## src/include/ccr_pkg.sv

```systemverilog
/*
 * Constants for the charger configuration register bank: I2C target
 * address, register offsets, field positions, reset values, codes.
 * Assumes a single 40 MHz clock domain with synchronous reset.
 */
// Operation
// RQ1 - Answer as I2C target 0x6B; 00-07 read/write, 08-0A read only.
// RQ2 - Input-source bit 7 turns high-impedance input mode on; resets to 0.
// RQ3 - Input-source bits 6:3 set input voltage floor, 3.88V plus 80mV steps; reset 0110.
// RQ4 - Input-source bits 2:0 select the input current ceiling, 100mA to 3A.
// RQ5 - Effective ceiling is the lower of register code and external pin limit.
// RQ6 - Pin variant reset code: 111 if select low, else 000/010 by boost pin.
// RQ7 - Detect variant: SDP 000/010, DCP/CDP 111, divider 1-2 110, divider 3 100.
// RQ8 - Writing 1 to power-on bit 7 restores register defaults, not device mode.
// RQ9 - Writing 1 to power-on bit 6 restarts the host-silence watchdog.
// RQ10 - Host waits at least 20us between two watchdog restarts.
// RQ11 - Boost output enable overrides charge enable, suppressing charging.
// RQ12 - Power-on bit 4 enables battery charging; reset value 1.
// RQ13 - Power-on bits 3:1 set system voltage floor, 3.0V plus 0.1V; reset 101.
// RQ14 - Charge bits 7:2 set fast-charge current, 512mA plus 64mA; reset 011000.
// RQ15 - Host never programs a fast-charge code above the 3008mA code.
// RQ16 - Charge bit 1 picks boost cold threshold 76% or 79% of rail; reset 0.
// RQ17 - Charge bit 0 forces 20% fast-charge and 50% precharge current.
// RQ18 - Precharge bits 7:4 and termination bits 3:0, 128mA steps; reset 0001.
// RQ19 - Watchdog period field: 00 off, 01 40s, 10 80s, 11 160s.
// RQ20 - Register reset and watchdog restart bits self-clear, reading back 0.
package ccr_pkg;
    localparam logic [6:0] TARGET_ADDR = 7'h6B;
    localparam logic [7:0] OFS_INPUT_SOURCE = 8'h00;
    localparam logic [7:0] OFS_POWER_ON = 8'h01;
    localparam logic [7:0] OFS_CHARGE_CURRENT = 8'h02;
    localparam logic [7:0] OFS_PRECHARGE_TERM = 8'h03;
    localparam logic [7:0] OFS_LAST_RW = 8'h07;
    localparam logic [7:0] OFS_LAST_RO = 8'h0A;
    // Reset values; the input current code is filled in from straps or detection
    localparam logic [7:0] RST_INPUT_SOURCE = 8'h30;
    localparam logic [7:0] RST_POWER_ON = 8'h1B;
    localparam logic [7:0] RST_CHARGE_CURRENT = 8'h60;
    localparam logic [7:0] RST_PRECHARGE_TERM = 8'h11;
    // Field positions
    localparam int HIZ_BIT = 7;
    localparam int REG_RESET_BIT = 7;
    localparam int WDT_KICK_BIT = 6;
    localparam int BOOST_EN_BIT = 5;
    localparam int CHARGE_EN_BIT = 4;
    localparam int BOOST_LIM_BIT = 0;
    localparam int COLD_SEL_BIT = 1;
    localparam int FORCE_BIT = 0;
    // Input current codes
    localparam logic [2:0] EXTERNAL_CURRENT_LIMIT_PIN_100MA = 3'h0;
    localparam logic [2:0] EXTERNAL_CURRENT_LIMIT_PIN_500MA = 3'h2;
    localparam logic [2:0] EXTERNAL_CURRENT_LIMIT_PIN_1A = 3'h4;
    localparam logic [2:0] EXTERNAL_CURRENT_LIMIT_PIN_2A = 3'h6;
    localparam logic [2:0] EXTERNAL_CURRENT_LIMIT_PIN_3A = 3'h7;
    // Source detection results
    localparam logic [2:0] SRC_SDP = 3'h0;
    localparam logic [2:0] SRC_DCP_CDP = 3'h1;
    localparam logic [2:0] SRC_DIV12 = 3'h2;
    localparam logic [2:0] SRC_DIV3 = 3'h3;
    // Watchdog periods
    localparam int CLK_HZ = 40_000_000;
    localparam int WDT_40S_SEC = 40;
    localparam int WDT_80S_SEC = 80;
    localparam int WDT_160S_SEC = 160;
    localparam int KICK_GAP_NS = 20_000;
    localparam int KICK_GAP_CYC = (KICK_GAP_NS * 40 + 999) / 1000;
    localparam int SECOND_CYC = CLK_HZ;
endpackage
```

## src/core/ccr_bank.sv

```systemverilog
/*
 * Configuration register bank with I2C target port on open-drain SDA.
 * Assumes SCL and SDA arrive from pins asynchronously and that external
 * pull-ups resolve the bus; the watchdog period field is an input.
 */
module ccr_bank #(
    parameter int SEC_CYCLES = ccr_pkg::SECOND_CYC,
    parameter bit DETECT_VARIANT = 1'b0
) (
    // Clock and reset
    input wire logic clk,
    input wire logic rst,
    // I2C pins
    input wire logic scl_in,
    input wire logic sda_in,
    output logic sda_out,
    output logic sda_oe,
    // Straps and detection
    input wire logic source_select_pin,
    input wire logic boost_pin,
    input wire logic [2:0] detected_source,
    input wire logic detect_done,
    input wire logic [2:0] external_current_limit_pin,
    input wire logic [1:0] watchdog_period,
    input wire logic [7:0] status_in [3],
    // Configuration outputs
    output logic input_high_impedance_enable,
    output logic [3:0] input_voltage_floor,
    output logic [2:0] input_current_ceiling,
    output logic boost_output_enable,
    output logic battery_charge_enable,
    output logic [2:0] system_voltage_floor,
    output logic boost_current_limit,
    output logic [5:0] fast_charge_current,
    output logic cold_threshold_select,
    output logic [3:0] precharge_current,
    output logic [3:0] termination_current,
    output logic reduced_charge_current_force,
    output logic watchdog_expired
);
    import ccr_pkg::*;

    typedef enum logic [5:0] {
        CCR_IDLE = 6'h01,
        CCR_ADDR = 6'h02,
        CCR_ACK = 6'h04,
        CCR_WRITE = 6'h08,
        CCR_READ = 6'h10,
        CCR_RACK = 6'h20
    } ccr_state_t;

    typedef struct packed {
        logic [1:0] scl_s;
        logic [1:0] sda_s;
        logic scl_d;
        logic sda_d;
        ccr_state_t st;
        logic [3:0] bitn;
        logic [7:0] shreg;
        logic rd;
        logic have_ptr;
        logic [7:0] ptr;
        logic [7:0] r0;
        logic [7:0] r1;
        logic [7:0] r2;
        logic [7:0] r3;
        logic [3:0][7:0] r4to7;
        logic sda_low;
        logic [31:0] wdt_cnt;
        logic [7:0] wdt_sec;
        logic expired;
        logic [2:0] eff_external_current_limit_pin;
        logic chg_out;
        logic [5:0] fast_out;
        logic [3:0] pre_out;
    } ccr_st_t;

    ccr_st_t s;
    ccr_st_t next_s;
    logic [2:0] pin_code;
    logic [7:0] rdata;
    logic [7:0] limit_sec;
    logic scl, sda, scl_rise, scl_fall, start_c, stop_c;

    ////////////////////////////////////////////////////////////////////
    // Default input current code from straps or detection
    always_comb begin
        if (DETECT_VARIANT) begin
            case (detected_source) // [RQ7]
                SRC_DCP_CDP: pin_code = EXTERNAL_CURRENT_LIMIT_PIN_3A;
                SRC_DIV12: pin_code = EXTERNAL_CURRENT_LIMIT_PIN_2A;
                SRC_DIV3: pin_code = EXTERNAL_CURRENT_LIMIT_PIN_1A;
                default: pin_code = boost_pin ? EXTERNAL_CURRENT_LIMIT_PIN_500MA : EXTERNAL_CURRENT_LIMIT_PIN_100MA;
            endcase
        end else if (!source_select_pin) begin
            pin_code = EXTERNAL_CURRENT_LIMIT_PIN_3A; // [RQ6]
        end else begin
            pin_code = boost_pin ? EXTERNAL_CURRENT_LIMIT_PIN_500MA : EXTERNAL_CURRENT_LIMIT_PIN_100MA; // [RQ6]
        end
        case (watchdog_period) // [RQ19]
            2'h1: limit_sec = 8'(WDT_40S_SEC);
            2'h2: limit_sec = 8'(WDT_80S_SEC);
            2'h3: limit_sec = 8'(WDT_160S_SEC);
            default: limit_sec = 8'h00;
        endcase
    end

    always_comb begin
        if (s.ptr == OFS_INPUT_SOURCE) rdata = s.r0;
        else if (s.ptr == OFS_POWER_ON) rdata = s.r1; // Strobes stored as 0 [RQ20]
        else if (s.ptr == OFS_CHARGE_CURRENT) rdata = s.r2;
        else if (s.ptr == OFS_PRECHARGE_TERM) rdata = s.r3;
        else if (s.ptr <= OFS_LAST_RW) rdata = s.r4to7[s.ptr[1:0]];
        else if (s.ptr <= OFS_LAST_RO) rdata = status_in[2'(s.ptr - 8'h08)];
        else rdata = 8'h00;
    end

    assign scl = s.scl_s[1];
    assign sda = s.sda_s[1];
    assign scl_rise = scl && !s.scl_d;
    assign scl_fall = !scl && s.scl_d;
    assign start_c = scl && s.scl_d && !sda && s.sda_d;
    assign stop_c = scl && s.scl_d && sda && !s.sda_d;

    ////////////////////////////////////////////////////////////////////
    // I2C target, register file and watchdog
    always_comb begin
        logic do_reset;
        logic kick;
        do_reset = 1'b0;
        kick = 1'b0;
        next_s = s;
        next_s.scl_s = {s.scl_s[0], scl_in};
        next_s.sda_s = {s.sda_s[0], sda_in};
        next_s.scl_d = scl;
        next_s.sda_d = sda;
        if (start_c) begin
            next_s.st = CCR_ADDR;
            next_s.bitn = 4'h0;
            next_s.have_ptr = 1'b0;
            next_s.sda_low = 1'b0;
        end else if (stop_c) begin
            next_s.st = CCR_IDLE;
            next_s.sda_low = 1'b0;
        end else begin
            case (s.st)
                CCR_ADDR, CCR_WRITE: begin
                    if (scl_rise) begin
                        next_s.shreg = {s.shreg[6:0], sda};
                        next_s.bitn = s.bitn + 4'h1;
                    end
                    if (scl_fall && s.bitn == 4'h8) begin
                        next_s.bitn = 4'h0;
                        if (s.st == CCR_ADDR) begin
                            if (s.shreg[7:1] == TARGET_ADDR) begin // [RQ1]
                                next_s.rd = s.shreg[0];
                                next_s.st = CCR_ACK;
                                next_s.sda_low = 1'b1;
                            end else begin
                                next_s.st = CCR_IDLE;
                            end
                        end else begin
                            next_s.st = CCR_ACK;
                            next_s.sda_low = 1'b1;
                            if (!s.have_ptr) begin
                                next_s.ptr = s.shreg;
                                next_s.have_ptr = 1'b1;
                            end else begin
                                next_s.ptr = s.ptr + 8'h01;
                                if (s.ptr == OFS_INPUT_SOURCE) next_s.r0 = s.shreg;
                                else if (s.ptr == OFS_POWER_ON) begin
                                    next_s.r1 = s.shreg & 8'h3F; // [RQ20]
                                    do_reset = s.shreg[REG_RESET_BIT]; // [RQ8]
                                    kick = s.shreg[WDT_KICK_BIT]; // [RQ9]
                                end
                                else if (s.ptr == OFS_CHARGE_CURRENT) next_s.r2 = s.shreg;
                                else if (s.ptr == OFS_PRECHARGE_TERM) next_s.r3 = s.shreg;
                                else if (s.ptr <= OFS_LAST_RW) begin
                                    next_s.r4to7[s.ptr[1:0]] = s.shreg; // [RQ1]
                                end
                            end
                        end
                    end
                end
                CCR_ACK: begin
                    if (scl_fall) begin
                        if (s.rd) begin
                            next_s.st = CCR_READ;
                            next_s.shreg = rdata;
                            next_s.sda_low = !rdata[7];
                            next_s.bitn = 4'h1;
                        end else begin
                            next_s.st = CCR_WRITE;
                            next_s.sda_low = 1'b0;
                        end
                    end
                end
                CCR_READ: begin
                    if (scl_fall) begin
                        if (s.bitn == 4'h8) begin
                            next_s.st = CCR_RACK;
                            next_s.sda_low = 1'b0;
                            next_s.ptr = s.ptr + 8'h01;
                        end else begin
                            next_s.sda_low = !s.shreg[3'(7 - s.bitn)];
                            next_s.bitn = s.bitn + 4'h1;
                        end
                    end
                end
                CCR_RACK: begin
                    if (scl_rise) next_s.rd = !sda;
                    if (scl_fall) begin
                        if (s.rd) begin
                            next_s.st = CCR_READ;
                            next_s.shreg = rdata;
                            next_s.sda_low = !rdata[7];
                            next_s.bitn = 4'h1;
                        end else begin
                            next_s.st = CCR_IDLE;
                        end
                    end
                end
                default: next_s.st = CCR_IDLE;
            endcase
        end
        if (do_reset) begin // Device mode is untouched, only registers [RQ8]
            next_s.r0 = {RST_INPUT_SOURCE[7:3], pin_code};
            next_s.r1 = RST_POWER_ON;
            next_s.r2 = RST_CHARGE_CURRENT;
            next_s.r3 = RST_PRECHARGE_TERM;
        end else if (DETECT_VARIANT && detect_done) begin
            next_s.r0[2:0] = pin_code; // [RQ7]
        end
        // Watchdog: one-second enable, then seconds count
        if (kick || limit_sec == 8'h00) begin // [RQ9]
            next_s.wdt_cnt = 32'h0;
            next_s.wdt_sec = 8'h00;
            next_s.expired = 1'b0;
        end else if (s.wdt_sec >= limit_sec) begin
            next_s.expired = 1'b1; // [RQ19]
        end else if (s.wdt_cnt == 32'(SEC_CYCLES - 1)) begin
            next_s.wdt_cnt = 32'h0;
            next_s.wdt_sec = s.wdt_sec + 8'h01;
        end else begin
            next_s.wdt_cnt = s.wdt_cnt + 32'h1;
        end
        // Effective settings
        next_s.eff_external_current_limit_pin = (s.r0[2:0] < external_current_limit_pin) ?
            s.r0[2:0] : external_current_limit_pin; // [RQ5]
        next_s.chg_out = s.r1[CHARGE_EN_BIT] && !s.r1[BOOST_EN_BIT]; // [RQ11] [RQ12]
        next_s.fast_out = s.r2[FORCE_BIT] ? 6'((s.r2[7:2] * 1 + 0) / 5) : s.r2[7:2]; // [RQ17]
        next_s.pre_out = s.r2[FORCE_BIT] ? {1'b0, s.r3[7:5]} : s.r3[7:4]; // [RQ17]
    end

    always_ff @(posedge clk) begin
        if (rst) begin
            s <= '0;
            s.scl_s <= 2'h3;
            s.sda_s <= 2'h3;
            s.scl_d <= 1'b1;
            s.sda_d <= 1'b1;
            s.st <= CCR_IDLE;
            s.r0 <= {RST_INPUT_SOURCE[7:3], pin_code}; // [RQ2] [RQ3] [RQ6]
            s.r1 <= RST_POWER_ON; // [RQ12] [RQ13]
            s.r2 <= RST_CHARGE_CURRENT; // [RQ14] [RQ16]
            s.r3 <= RST_PRECHARGE_TERM; // [RQ18]
            s.chg_out <= 1'b1;
        end else begin
            s <= next_s;
        end
    end

    assign sda_out = 1'b0;
    assign sda_oe = s.sda_low;
    assign input_high_impedance_enable = s.r0[HIZ_BIT]; // [RQ2]
    assign input_voltage_floor = s.r0[6:3]; // [RQ3]
    assign input_current_ceiling = s.eff_external_current_limit_pin; // [RQ4]
    assign boost_output_enable = s.r1[BOOST_EN_BIT];
    assign battery_charge_enable = s.chg_out;
    assign system_voltage_floor = s.r1[3:1]; // [RQ13]
    assign boost_current_limit = s.r1[BOOST_LIM_BIT];
    assign fast_charge_current = s.fast_out; // [RQ14]
    assign cold_threshold_select = s.r2[COLD_SEL_BIT]; // [RQ16]
    assign precharge_current = s.pre_out; // [RQ18]
    assign termination_current = s.r3[3:0]; // [RQ18]
    assign reduced_charge_current_force = s.r2[FORCE_BIT];
    assign watchdog_expired = s.expired;

    a_boost_over_charge: assert property (@(posedge clk) disable iff (rst) // [RQ11]
        s.r1[BOOST_EN_BIT] |=> !battery_charge_enable)
        else $error("charge active while boost enabled");
    a_strobe_reads_zero: assert property (@(posedge clk) disable iff (rst) // [RQ20]
        s.r1[REG_RESET_BIT] == 1'b0 && s.r1[WDT_KICK_BIT] == 1'b0)
        else $error("strobe bit held");
    a_ceiling_min: assert property (@(posedge clk) disable iff (rst) // [RQ5]
        1'b1 |=> input_current_ceiling <= $past(external_current_limit_pin))
        else $error("ceiling above pin limit");
    a_wdt_off_clear: assert property (@(posedge clk) disable iff (rst) // [RQ19]
        watchdog_period == 2'h0 |=> !watchdog_expired)
        else $error("watchdog expired while disabled");
    a_force_scale_down: assert property (@(posedge clk) disable iff (rst) // [RQ17]
        s.r2[FORCE_BIT] |=> fast_charge_current <= $past(s.r2[7:2]))
        else $error("forced charge current not reduced");
    a_idle_bus_free: assert property (@(posedge clk) disable iff (rst) // [RQ1]
        s.st == CCR_IDLE |-> !sda_oe)
        else $error("data line held while idle");
    c_boost: cover property (@(posedge clk) s.r1[BOOST_EN_BIT]);
    c_read: cover property (@(posedge clk) s.st == CCR_READ);
    c_expire: cover property (@(posedge clk) watchdog_expired);
endmodule

```

## config.mk

```make
export PLATFORM = sky130hd
export DESIGN_NAME = ccr_bank
export DESIGN_NICKNAME = d
export VERILOG_FILES = /design/src/include/ccr_pkg.sv /design/src/core/ccr_bank.sv
export SDC_FILE = /design/constraint.sdc
export NUM_CORES = 1
export LEC_CHECK = 0
export ABC_CLOCK_PERIOD_IN_PS = 4670
export BUFFER_PORTS_ARGS = -buffer_cell sky130_fd_sc_hd__buf_4
export CORE_ASPECT_RATIO = 0.9
export CORE_MARGIN = 2
export CORE_UTILIZATION = 45
export CTS_BUF_LIST = sky130_fd_sc_hd__clkbuf_16
export DETAILED_ROUTE_END_ITERATION = 10
export PLACE_DENSITY = 0.71
export SLEW_MARGIN = 5
export SYNTH_ARGS = -nofsm -noshare
export SYNTH_HDL_FRONTEND = slang
export SYNTH_SLANG_ARGS = --single-unit
export TNS_END_PERCENT = 5
```

## constraint.sdc

```tcl
create_clock -name clk -period 4.67 [get_ports clk]
set_clock_uncertainty 0.2 [all_clocks]
set_input_delay 0.934 -clock clk [delete_from_list [all_inputs] [get_ports clk]]
set_output_delay 0.934 -clock clk [all_outputs]
set_load 0.005 [all_outputs]
```

### Word level (Yosys, flattened, before mapping)

Cells that the tools add are included.

* register bits: 152
* input bits: 39
* output and inout bits: 33
* word-level logic and storage cells: 237

* add/sub/neg operators: 6
* divide/modulo/power cells: 1
* $lt $le $gt $ge: 8
* equality and inequality tests: 36
* multiplexer cells: 99
* bitwise logic cells: 9
* reductions and logical operators: 49

Operators with widths (count)
* $mux W8: 17
* $mux W64: 2
* $mux W115: 1
* $mux W32: 3
* $mux W86: 1
* $mux W40: 2
* $mux W75: 1
* $mux W73: 1
* $mux W59: 1
* $mux W54: 1
* $mux W12: 4
* $mux W48: 1
* $pmux W8 S3: 2
* $reduce_and A7 Y1: 6
* $mux W41: 1
* $mux W18: 2
* $add A32 B1 Y32 const B: 1
* $bmux W8 S2: 2
* $bwmux W32: 1
* $div A6 B3 Y32 const B: 1
* $eq A32 B26 Y1 const B: 1
* $mux W1: 32
* $mux W6: 5
* $mux W27: 1
* 59 further kinds: 118

### Logic depth before layout (Yosys ltp)

Gate-level depths: netlist of run 1.

* word-level depth: 18
* gate-level depth with buffers: 17
* depth with buffers taken out: 15

### Worst setup path after synthesis of run 1

No wires, ideal clock.

* path type: register to register
* start: register s[101] (netlist name)
* end: register s (netlist bit fast_charge_current[0])
* data arrival time: 3.429 ns
* setup slack: 0.907 ns
* stages on the path, launching flop included: 18
* period minus slack after synthesis: 3.763 ns
* cell sequence: dfxtp_1 clkbuf_1 inv_1 ha_1 inv_1 ha_1 nand2b_1 o21ai_0 o21a_1 clkbuf_1 xnor2_1 inv_1 ha_1 maj3_1 a21oi_1 a21oi_1 nor4_1 o311ai_1

* cells in the longest elaborated chain, start to end: 2

RTL lines
* from (decl): RTL line ccr_bank.sv:78 `ccr_st_t s;`
* from (signal assigned): RTL line ccr_bank.sv:269 `s <= next_s;`
* $div A6 B3 Y32: RTL line ccr_bank.sv:251 `next_s.fast_out = s.r2[FORCE_BIT] ? 6'((s.r2[7:2] * 1 + 0) / 5) : s.r2[7:2];`
* $mux W6: RTL line ccr_bank.sv:251

No other way between the ends.
A chain may end at the register's enable or synchronous reset.

### Worst setup path after layout of run 1

* start: register s[102] (netlist name)
* end: register s (netlist bit fast_charge_current[0])

The elaborated chain is that of the path after synthesis.

==> results of run 1 <==
## cells by family after synthesis
group | Yosys count
fa+ha+maj | 23
simple gates | 468
flops | 152
mux | 49
compound gates | 255
buf+inv | 120
xor+xnor | 29
other cells | 1
## power breakdown
part | total (mW) | switching, mW | internal [mW]
combinational | 0.108 | 0.0598 | 0.0486
sequential | 1.32 | 0.00938 | 1.31
clock | 1.44 | 0.570 | 0.874
total | 2.87 | 0.639 | 2.24
## metal layers
| layer | GRT usage [%] | up-vias |
|---|---|---|
| li1 | - | 3900 |
| met1 | 30.8 | 3711 |
| met2 | 34.7 | 272 |
| met3 | 4.78 | 16 |
| met4 | 5.03 | 0 |
| met5 | 0 | - |
## Yosys cell counts, drive strengths merged (3+ instances only)
library cell    n
nor4b           3
a21o            8
nand4b          3
nor2b           9
a211oi         11
a21oi          97
nand4          21
and2           10
a311oi          5
nand2         156
dfxtp         149
or4             7
inv            29
nand2b         10
a2111oi         3
xnor2           6
o21bai          3
nor3b           8
o22ai           7
buf            51
o21a           10
nand3          35
a221oi          4
ha             21
o21ai          56
o31a            5
nor3           16
nor2          123
clkbuf         40
mux4           10
o31ai           8
or2            11
and3           19
and4            7
a211o           4
a22oi           7
o211ai          7
xor2           23
edfxtp          3
mux2i          39
or3            12
nor4           13
## final cells by class
| type | instances | area, µm² | area share [%] |
|---|---|---|---|
| clock buffers | 18 | 450 | 4.62 |
| repair buffers | 83 | 623 | 6.39 |
| flip-flops and latches | 152 | 3070 | 31.5 |
| clock inverters | 14 | 169 | 1.73 |
| inverters | 29 | 109 | 1.12 |
| well taps | 250 | 313 | 3.21 |
| multi-input cells | 825 | 5010 | 51.4 |
## metrics by stage
stage | std cells | util (%) | hold slack [ns] | cell area, µm²
floorplan | 1097 | - | 0.189 | 8660
global placement | 1339 | 48.0 | 0.191 | 9130
global route | 1371 | 51.2 | 0.231 | 9750
detailed placement | 1339 | 48.0 | 0.197 | 9130
finish | 1371 | 51.2 | 0.209 | 9750
CTS | 1371 | 51.2 | 0.213 | 9750
## worst max-delay path: stages (launching register included)
cell and delay [ns]:
dfxtp_1 0.57, inv_1 0.18, ha_1 0.22, inv_1 0.05
ha_1 0.29, nand2b_1 0.19, o21ai_0 0.22, o21a_1 0.34
xnor2_1 0.20, inv_1 0.09, ha_1 0.19, maj3_1 0.37
a21oi_1 0.32, and3_1 0.22, nor4_1 0.04, o311ai_1 0.22
## placed cells by master, fill, tap and decap left out, types with 11 or more instances in the layout
cell type	netlist	layout
a211oi_1	11	11
a21oi_1	97	97
and3_1	19	19
buf_4	25	83
clkbuf_16	0	18
dfxtp_1	149	149
ha_1	21	21
inv_1	29	30
mux2i_1	39	39
nand2_1	156	156
nand3_1	35	35
nand4_1	21	21
nor2_1	123	123
nor3_1	15	15
nor4_1	11	11
o21ai_0	50	50
or2_2	11	11
or3_1	12	12
xor2_1	23	23
## final timing paths
kind	to	startpoint	cells past startpoint	slack, ns
hold reg to reg	next_s[148]	next_s[151]	1	0.21
setup / recovery	fast_charge_current[0]	s[102]	15	0.64
setup reg to reg	fast_charge_current[0]	s[102]	15	0.64
hold / removal	next_s[148]	next_s[151]	1	0.21
==> impl_metrics.csv, run 1 <==
group,metric,value,unit
route,first_iter_violations,640,
route,wl_met2,10.4,mm
global_route,grt_pass1_wl,35.7,mm
timing,setup_violations,0,
route,drc_errors,0,
cts,cts_hold_buf,0,
cts,cts.htree.levels,4,
synth,synth.net_count,1157,
cells_and_area,nets,1168,
global_route,grt_use_total,22.0,%
floorplanning,ios,72,
synth,ys_warn_count,0,
global_route,overflow,0,
cts,cts-root-buf,"clkbuf_16",
synth,synth_async_sr_flop_share,0,%
cts,clock_latency,0.43,ns
route,avgViaCountPerCell,5.76,
timing,rsz0062_at_grt,"false",
floorplanning,fp.dieW,150,µm
timing,period_minus_slack,4.03,ns
global_route,grt_pass1_vias,6968,
cells_and_area,n_fill_cell,1801,
synth,synth_flop_cell,"dfxtp_1",
cells_and_area,area_delta_synth_final,12.6,%
setup_path,cp-start-kind,"flop",
setup_path,endpoint_kind,"flop",
setup_path,critical_path_class,"reg -> reg",
synth,synth_edf_count,3,
route,drt-wirelength-per-cell,16.4,µm
cts,clock_path_buffers,2,
route,vias,7899,
power_and_ir_drop,powerDensity,295,nW/µm²
synth,yosys.cell_types.count,69,
run,cap_violations,0,
timing,fin_ws,0.640,ns
placement,place_ws,0.801,ns
cts,post_cts_resized,0,
cts,cts_tree,"built",
synth,synth_top_family_by_area,"simple AND/OR/NAND/NOR gates",
run_status,status,"complete, no violations",
route,ant_nets,0,
synth,synth_compound_area_share,18.4,%
synth,synthSimpleGateAreaFrac,26.1,%
placement,io_buffers,66,
cts,post_cts_buffers,0,
route,top_layer,"met4",
route,met3_length,1.58,mm
worst_hold_path,worstHoldPathType,"reg -> reg",
global_route,antenna_found_initial,0,
placement,dpl.hpwl,15.2,mm
setup_path,cp_max_fo,11,
synth,yosys_register_bits,152,
cells_and_area,diodes,0,
global_route,grt_max_degree,78,
synth,yosys.area_share.adder,3.27,%
floorplanning,core,19000,µm²
timing,tightest_slew,0.852,ns
power_and_ir_drop,power,2.87,mW
synth,synth_xor_area_share,2.93,%
timing,clock.fmax,248,MHz
synth,synthMuxAreaShare,7.11,%
cells_and_area,layout-drive-gt1-share,12.7,%
route,drt_wl_total,22.5,mm
cts,clock-sinks,152,
timing,timing.final.crit_share,86.3,%
timing,hold_viol,0,
placement,gp_congestion,0.903,
synth,synth_seq_area_share,35.5,%
timing,final_max_slew_viol_count,0,
floorplanning,dieArea,20400,µm²
synth,synth_area_per_cell,7.89,µm²
floorplanning,placementRows,48,
route,firstDrtPassIters,5,
synth,ys_top_cells_by_area,"dfxtp_1 34%, nand2_1 6.8%, a21oi_1 5.6%, nor2_1 5.3%, mux2i_1 4.5%",
timing,finalSetupTns,0,ns
route,wl_met1,10.3,mm
synth,syn_area,8660,µm²
synth,synth_area_leader_cell,"dfxtp_1",
floorplanning,chipHeight,136,µm
floorplanning,initial_core_util,45.5,%
power_and_ir_drop,peakVddDrop,192,µV
setup_path,cp.arrival,4.16,ns
cts,clkSlewWorstSetupHoldPaths,0.06,ns
timing,relSlewSlack,43.0,%
power_and_ir_drop,p_leak,3.68,nW
cts,cts_buffers,17,
synth,netlist_instances,1097,
synth,yosys.area.top_type_share,34.5,%
setup_path,critical_path_required,4.80,ns
(Power assumes the default switching activity.)
==> run 2: changes to the inputs <==
- ABC_CLOCK_PERIOD_IN_PS: 4670 -> 3910
- clock period: 4.67 -> 3.91 ns (I/O delays scaled with it)
==> impl_metrics.csv, run 2 (same netlist as run 1, synthesis figures left out) <==
group,metric,value,unit
run_status,status,"complete, no violations",
cts,clock_latency,0.44,ns
setup_path,cp_max_fo,8,
route,ant_nets,0,
route,firstDrtPassIters,8,
cells_and_area,final_cells,1385,
global_route,use_met3,4.58,%
cts,cts-root-buf,"clkbuf_16",
cts,clock-sinks,152,
timing,hold_viol,0,
placement,post-place-cells,1353,
floorplanning,fp.dieW,150,µm
placement,dpl.hpwl,15.6,mm
timing,tightest_slew,1.25,ns
floorplanning,placementRows,48,
timing,finalSetupTns,0,ns
route,drt-wirelength-per-cell,16.4,µm
cells_and_area,layout-drive-gt1-share,13.6,%
setup_path,max_stage_delay,0.36,ns
placement,dpl_cell_area,9240,µm²
route,first_iter_violations,724,
route,drc_errors,0,
timing,rsz0062_at_grt,"false",
global_route,grt_use_total,22.5,%
setup_path,critical_path_required,4.01,ns
timing,relSlewSlack,16.8,%
power_and_ir_drop,p_int,2.88,mW
floorplanning,ios,72,
global_route,grt_max_degree,42,
cts,cts.htree.levels,4,
power_and_ir_drop,p_leak,3.80,nW
cells_and_area,area_delta_synth_final,14.5,%
floorplanning,initial_core_util,45.5,%
cells_and_area,fin_area,9920,µm²
timing,final_max_slew_viol_count,0,
power_and_ir_drop,p_sw_share,20.9,%
global_route,overflow,0,
route,drt_wl_total,22.7,mm
power_and_ir_drop,power,3.64,mW
placement,gp_congestion,0.860,
timing,clock.fmax,281,MHz
cells_and_area,diodes,0,
timing,period_minus_slack,3.56,ns
timing,setup_violations,0,
cells_and_area,layout_common_cells,"156 x nand2_1, 149 x dfxtp_1, 123 x nor2_1",
worst_hold_path,worstHoldPathType,"reg -> reg",
setup_path,slowest_stage,"ha_1",
cts,cts_buffers,17,
global_route,grt_pass1_wl,36.5,mm
route,vias,8097,
cts,clkSlewWorstSetupHoldPaths,0.06,ns
cells_and_area,regArea,3070,µm²
run,cap_violations,0,
cells_and_area,n_fill_cell,1754,
setup_path,cp_top_family,"adder cells",
cts,clock_path_buffers,2,
setup_path,cp-start-kind,"flop",
cts,post_cts_buffers,0,
timing,timing.final.crit_share,91.0,%
global_route,grt_busiest_layer,"met2",
setup_path,critPathBufInv,3,
global_route,antenna_found_initial,0,
timing,hold-worst-slack,0.210,ns
cells_and_area,nets,1182,
setup_path,cp.arrival,3.66,ns
floorplanning,core,19000,µm²
route,avgViaCountPerCell,5.85,
power_and_ir_drop,p_sw,0.763,mW
global_route,grt_pass1_vias,7061,
placement,io_buffers,66,
setup_path,critical_path_class,"reg -> reg",
cts,cts_tree,"built",
floorplanning,chipHeight,136,µm
global_route,met1_usage,31.6,%
setup_path,endpoint_kind,"flop",
floorplanning,dieArea,20400,µm²
cells_and_area,multi_input_area,5010,µm²
cts,post_cts_resized,0,
cells_and_area,final_common_cell,"nand2_1",
cts,cts_hold_buf,0,
power_and_ir_drop,powerDensity,368,nW/µm²
power_and_ir_drop,peakVddDrop,237,µV
setup_path,path_cells,"inv_1 -> ha_1 -> inv_1 -> ha_1 -> nand2b_1 -> o21ai_0 -> o21a_1 -> xnor2_1 -> inv_1 -> ha_1 -> maj3_1 -> a21oi_1 -> a21oi_1 -> nor4_1 -> o311ai_1",
power_and_ir_drop,clkPwrFrac,53.1,%
power_and_ir_drop,pwr-share-seq,43.3,%
global_route,met2_usage,35.0,%
power_and_ir_drop,comb_power_share,3.6,%
## run 2: cell types whose count changed in the layout (fill, tap and decap cells not counted)
| cell | delta |
|---|---|
| buf_4 | +14 |
| bufinv_16 | +4 |
| clkinvlp_4 | -3 |
| inv_6 | -2 |
| clkbuf_16 | -1 |
| clkinv_1 | +1 |
| inv_1 | +1 |
## run 2: path summary, 6_finish.rpt
kind / from / endpoint / slack (ns) / depth (start not counted)
max: s[101] / fast_charge_current[0] / 0.35 / 15
min: next_s[151] / next_s[148] / 0.21 / 1
max reg2reg: s[101] / fast_charge_current[0] / 0.35 / 15
min reg2reg: next_s[151] / next_s[148] / 0.21 / 1
## run 2: final cells by class
type / count / share of cell area (%)
clock inverters: 15 / 2.59
clock buffers: 17 / 4.29
repair buffers: 97 / 7.34
flip-flops and latches: 152 / 31.0
multi-input cells: 825 / 50.5
well taps: 250 / 3.15
inverters: 29 / 1.10
## run 2: power by group through the flow
stage                     clock network, mW  registers [mW]  logic [mW]
after CTS                              1.94            1.58       0.131
final                                  1.94            1.58       0.131
after global routing                   2.02            1.58       0.145
after floorplan                           0            1.61      0.0832
after detailed placement                  0            1.61       0.130
after global placement                    0            1.61       0.128
## run 2: stage by stage
| stage | worst slack [ns] | util [%] |
|---|---|---|
| global placement | 0.491 | 48.5 |
| finish | 0.350 | 52.1 |
| CTS | 0.404 | 52.1 |
| global route | 0.0188 | 52.1 |
| detailed placement | 0.430 | 48.5 |
| floorplan | 0.147 | - |
## run 2: per-layer routing
layer | wire length [µm] | part of all wire (%)
met5 | 0 | 0
met4 | 326 | 1.4
met3 | 1590 | 7.0
met2 | 10500 | 46
met1 | 10300 | 45
## run 2: worst reg2reg max path: stages (launching register included)
cell      delay (ns)
dfxtp_1         0.31
inv_1           0.14
ha_1            0.17
inv_1           0.04
ha_1            0.36
nand2b_1        0.19
o21ai_0         0.22
o21a_1          0.20
xnor2_1         0.17
inv_1           0.10
ha_1            0.19
maj3_1          0.35
a21oi_1         0.31
a21oi_1         0.12
nor4_1          0.27
o311ai_1        0.11
==> run 3: changes to the inputs <==
- CORE_UTILIZATION: 45 -> 41
- PLACE_DENSITY: 0.71 -> 0.66
- RECOVER_POWER: unset -> 100
==> impl_metrics.csv, run 3 (same netlist as run 1, synthesis figures left out) <==
group,metric,value,unit
setup_path,cp_top_family,"compound AO/OA/AOI/OAI gates",
power_and_ir_drop,powerDensity,341,nW/µm²
route,firstDrtPassIters,5,
setup_path,path_cells,"clkbuf_1 -> nor2b_1 -> o2bb2ai_1 -> a22oi_1 -> o31ai_1 -> a22oi_1 -> a222oi_1 -> a211oi_1",
global_route,grt_pass1_wl,36.9,mm
global_route,grt_max_degree,41,
setup_path,worstRegToRegCells,8,
setup_path,critical_path_required,3.99,ns
cts,post_cts_buffers,0,
timing,period_minus_slack,3.65,ns
route,drt-wirelength-per-cell,15.9,µm
floorplanning,initial_core_util,41.7,%
setup_path,max_stage_delay,0.68,ns
setup_path,cp.depth,8,
worst_hold_path,hold_depth,1,
setup_path,critical_path_class,"reg -> reg",
power_and_ir_drop,peakVddDrop,301,µV
placement,io_buffers,66,
cts,cts_buffers,17,
run,cap_violations,1,
route,ant_nets,0,
timing,rsz0062_at_grt,"false",
route,wl_met1,10.9,mm
cells_and_area,layout_common_cells,"156 x nand2_1, 149 x dfxtp_1, 123 x nor2_1",
cts,post_cts_resized,0,
cells_and_area,fin_area,9810,µm²
timing,clock.fmax,274,MHz
cells_and_area,nets,1182,
setup_path,r2r_slack,0.26,ns
timing,tightest_slew,1.88,ns
timing,hold_viol,0,
global_route,overflow,0,
cts,clkSlewWorstSetupHoldPaths,0.06,ns
route,first_iter_violations,748,
floorplanning,chipHeight,142,µm
timing,hold-worst-slack,0.216,ns
power_and_ir_drop,p_leak,3.68,nW
cells_and_area,final_common_cell,"nand2_1",
route,vias,8002,
route,drt_wl_total,22.6,mm
cells_and_area,diodes,0,
global_route,antenna_found_initial,0,
cts,cts-root-buf,"clkbuf_16",
timing,finalSetupTns,0,ns
power_and_ir_drop,power,3.34,mW
cts,cts_hold_buf,0,
run_status,status,"finished, violations left",
placement,dpl_cell_area,9280,µm²
cells_and_area,area_delta_synth_final,13.3,%
setup_path,cp.arrival,3.73,ns
timing,setup_violations,0,
placement,gp_congestion,0.893,
cts,cts_tree,"built",
floorplanning,placementRows,50,
placement,dpl.hpwl,15.6,mm
global_route,grt_use_total,20.7,%
worst_hold_path,worstHoldPathType,"reg -> reg",
run_status,violations,"max-capacitance violations, max-slew violations",
timing,final_max_slew_viol_count,41,
timing,timing.final.crit_share,93.2,%
cts,clock-sinks,152,
route,avgViaCountPerCell,5.63,
setup_path,crit_top_cell,"a22oi_1",
setup_path,slowest_stage,"dfxtp_1",
cells_and_area,layout-drive-gt1-share,12.6,%
route,wl_met2,9.84,mm
floorplanning,ios,72,
floorplanning,dieArea,22300,µm²
cts,clock_latency,0.42,ns
route,top_layer,"met4",
route,met3_length,1.35,mm
setup_path,cp-start-kind,"flop",
global_route,grt_pass1_vias,7148,
setup_path,cp_max_fo,14,
setup_path,critPathBufInv,1,
cts,cts.htree.levels,4,
floorplanning,core,20800,µm²
setup_path,endpoint_kind,"flop",
route,drc_errors,0,
floorplanning,fp.dieW,157,µm
timing,relSlewSlack,-25.2,%
cells_and_area,final_core_util,47.2,%
cts,clock_path_buffers,2,
[run 3: cell types whose count changed in the layout (fill, tap and decap cells not counted), moves of 3 or more]
cell,delta
bufinv_16,-5
clkinv_4,+4
buf_4,-40
clkbuf_1,+12
o21ai_1,-3
clkbuf_4,+25
and2_0,+4
o21ai_0,+3
and2_1,-4
[run 3: path summary, 6_finish.rpt]
kind,start,endpoint
worst max-delay path,s[120],sda_oe
worst min-delay path,next_s[153],next_s[149]
worst max register to register,s[120],sda_oe
worst min register to register,next_s[153],next_s[149]
[run 3: metrics by stage]
stage | setup slack (ns) | cells
after floorplan | 0.147 | 1097
after global placement | 0.368 | 1389
after detailed placement | 0.398 | 1389
after CTS | 0.357 | 1421
after global routing | 0.0302 | 1421
final | 0.265 | 1421
[run 3: per-layer routing]
| layer | up-vias | global-route usage [%] |
|---|---|---|
| li1 | 3933 | - |
| met1 | 3743 | 30.1 |
| met2 | 290 | 30.9 |
| met3 | 36 | 3.70 |
| met4 | 0 | 7.08 |
| met5 | - | 0 |
[run 3: power by group]
part           leakage (nW)  total, mW  internal (mW)  switching [mW]
registers              1.23       1.58           1.57          0.0111
logic                  2.16      0.127         0.0564          0.0704
clock network         0.284       1.63          0.941           0.693
[run 3: layout make-up]
class	count	area [µm²]
Tap cell	286	358
Sequential cell	152	3070
Multi-Input combinational cell	825	5010
Clock buffer	17	425
Fill cell	2055	11000
Clock inverter	15	154
Inverter	29	109
Timing Repair Buffer	97	676
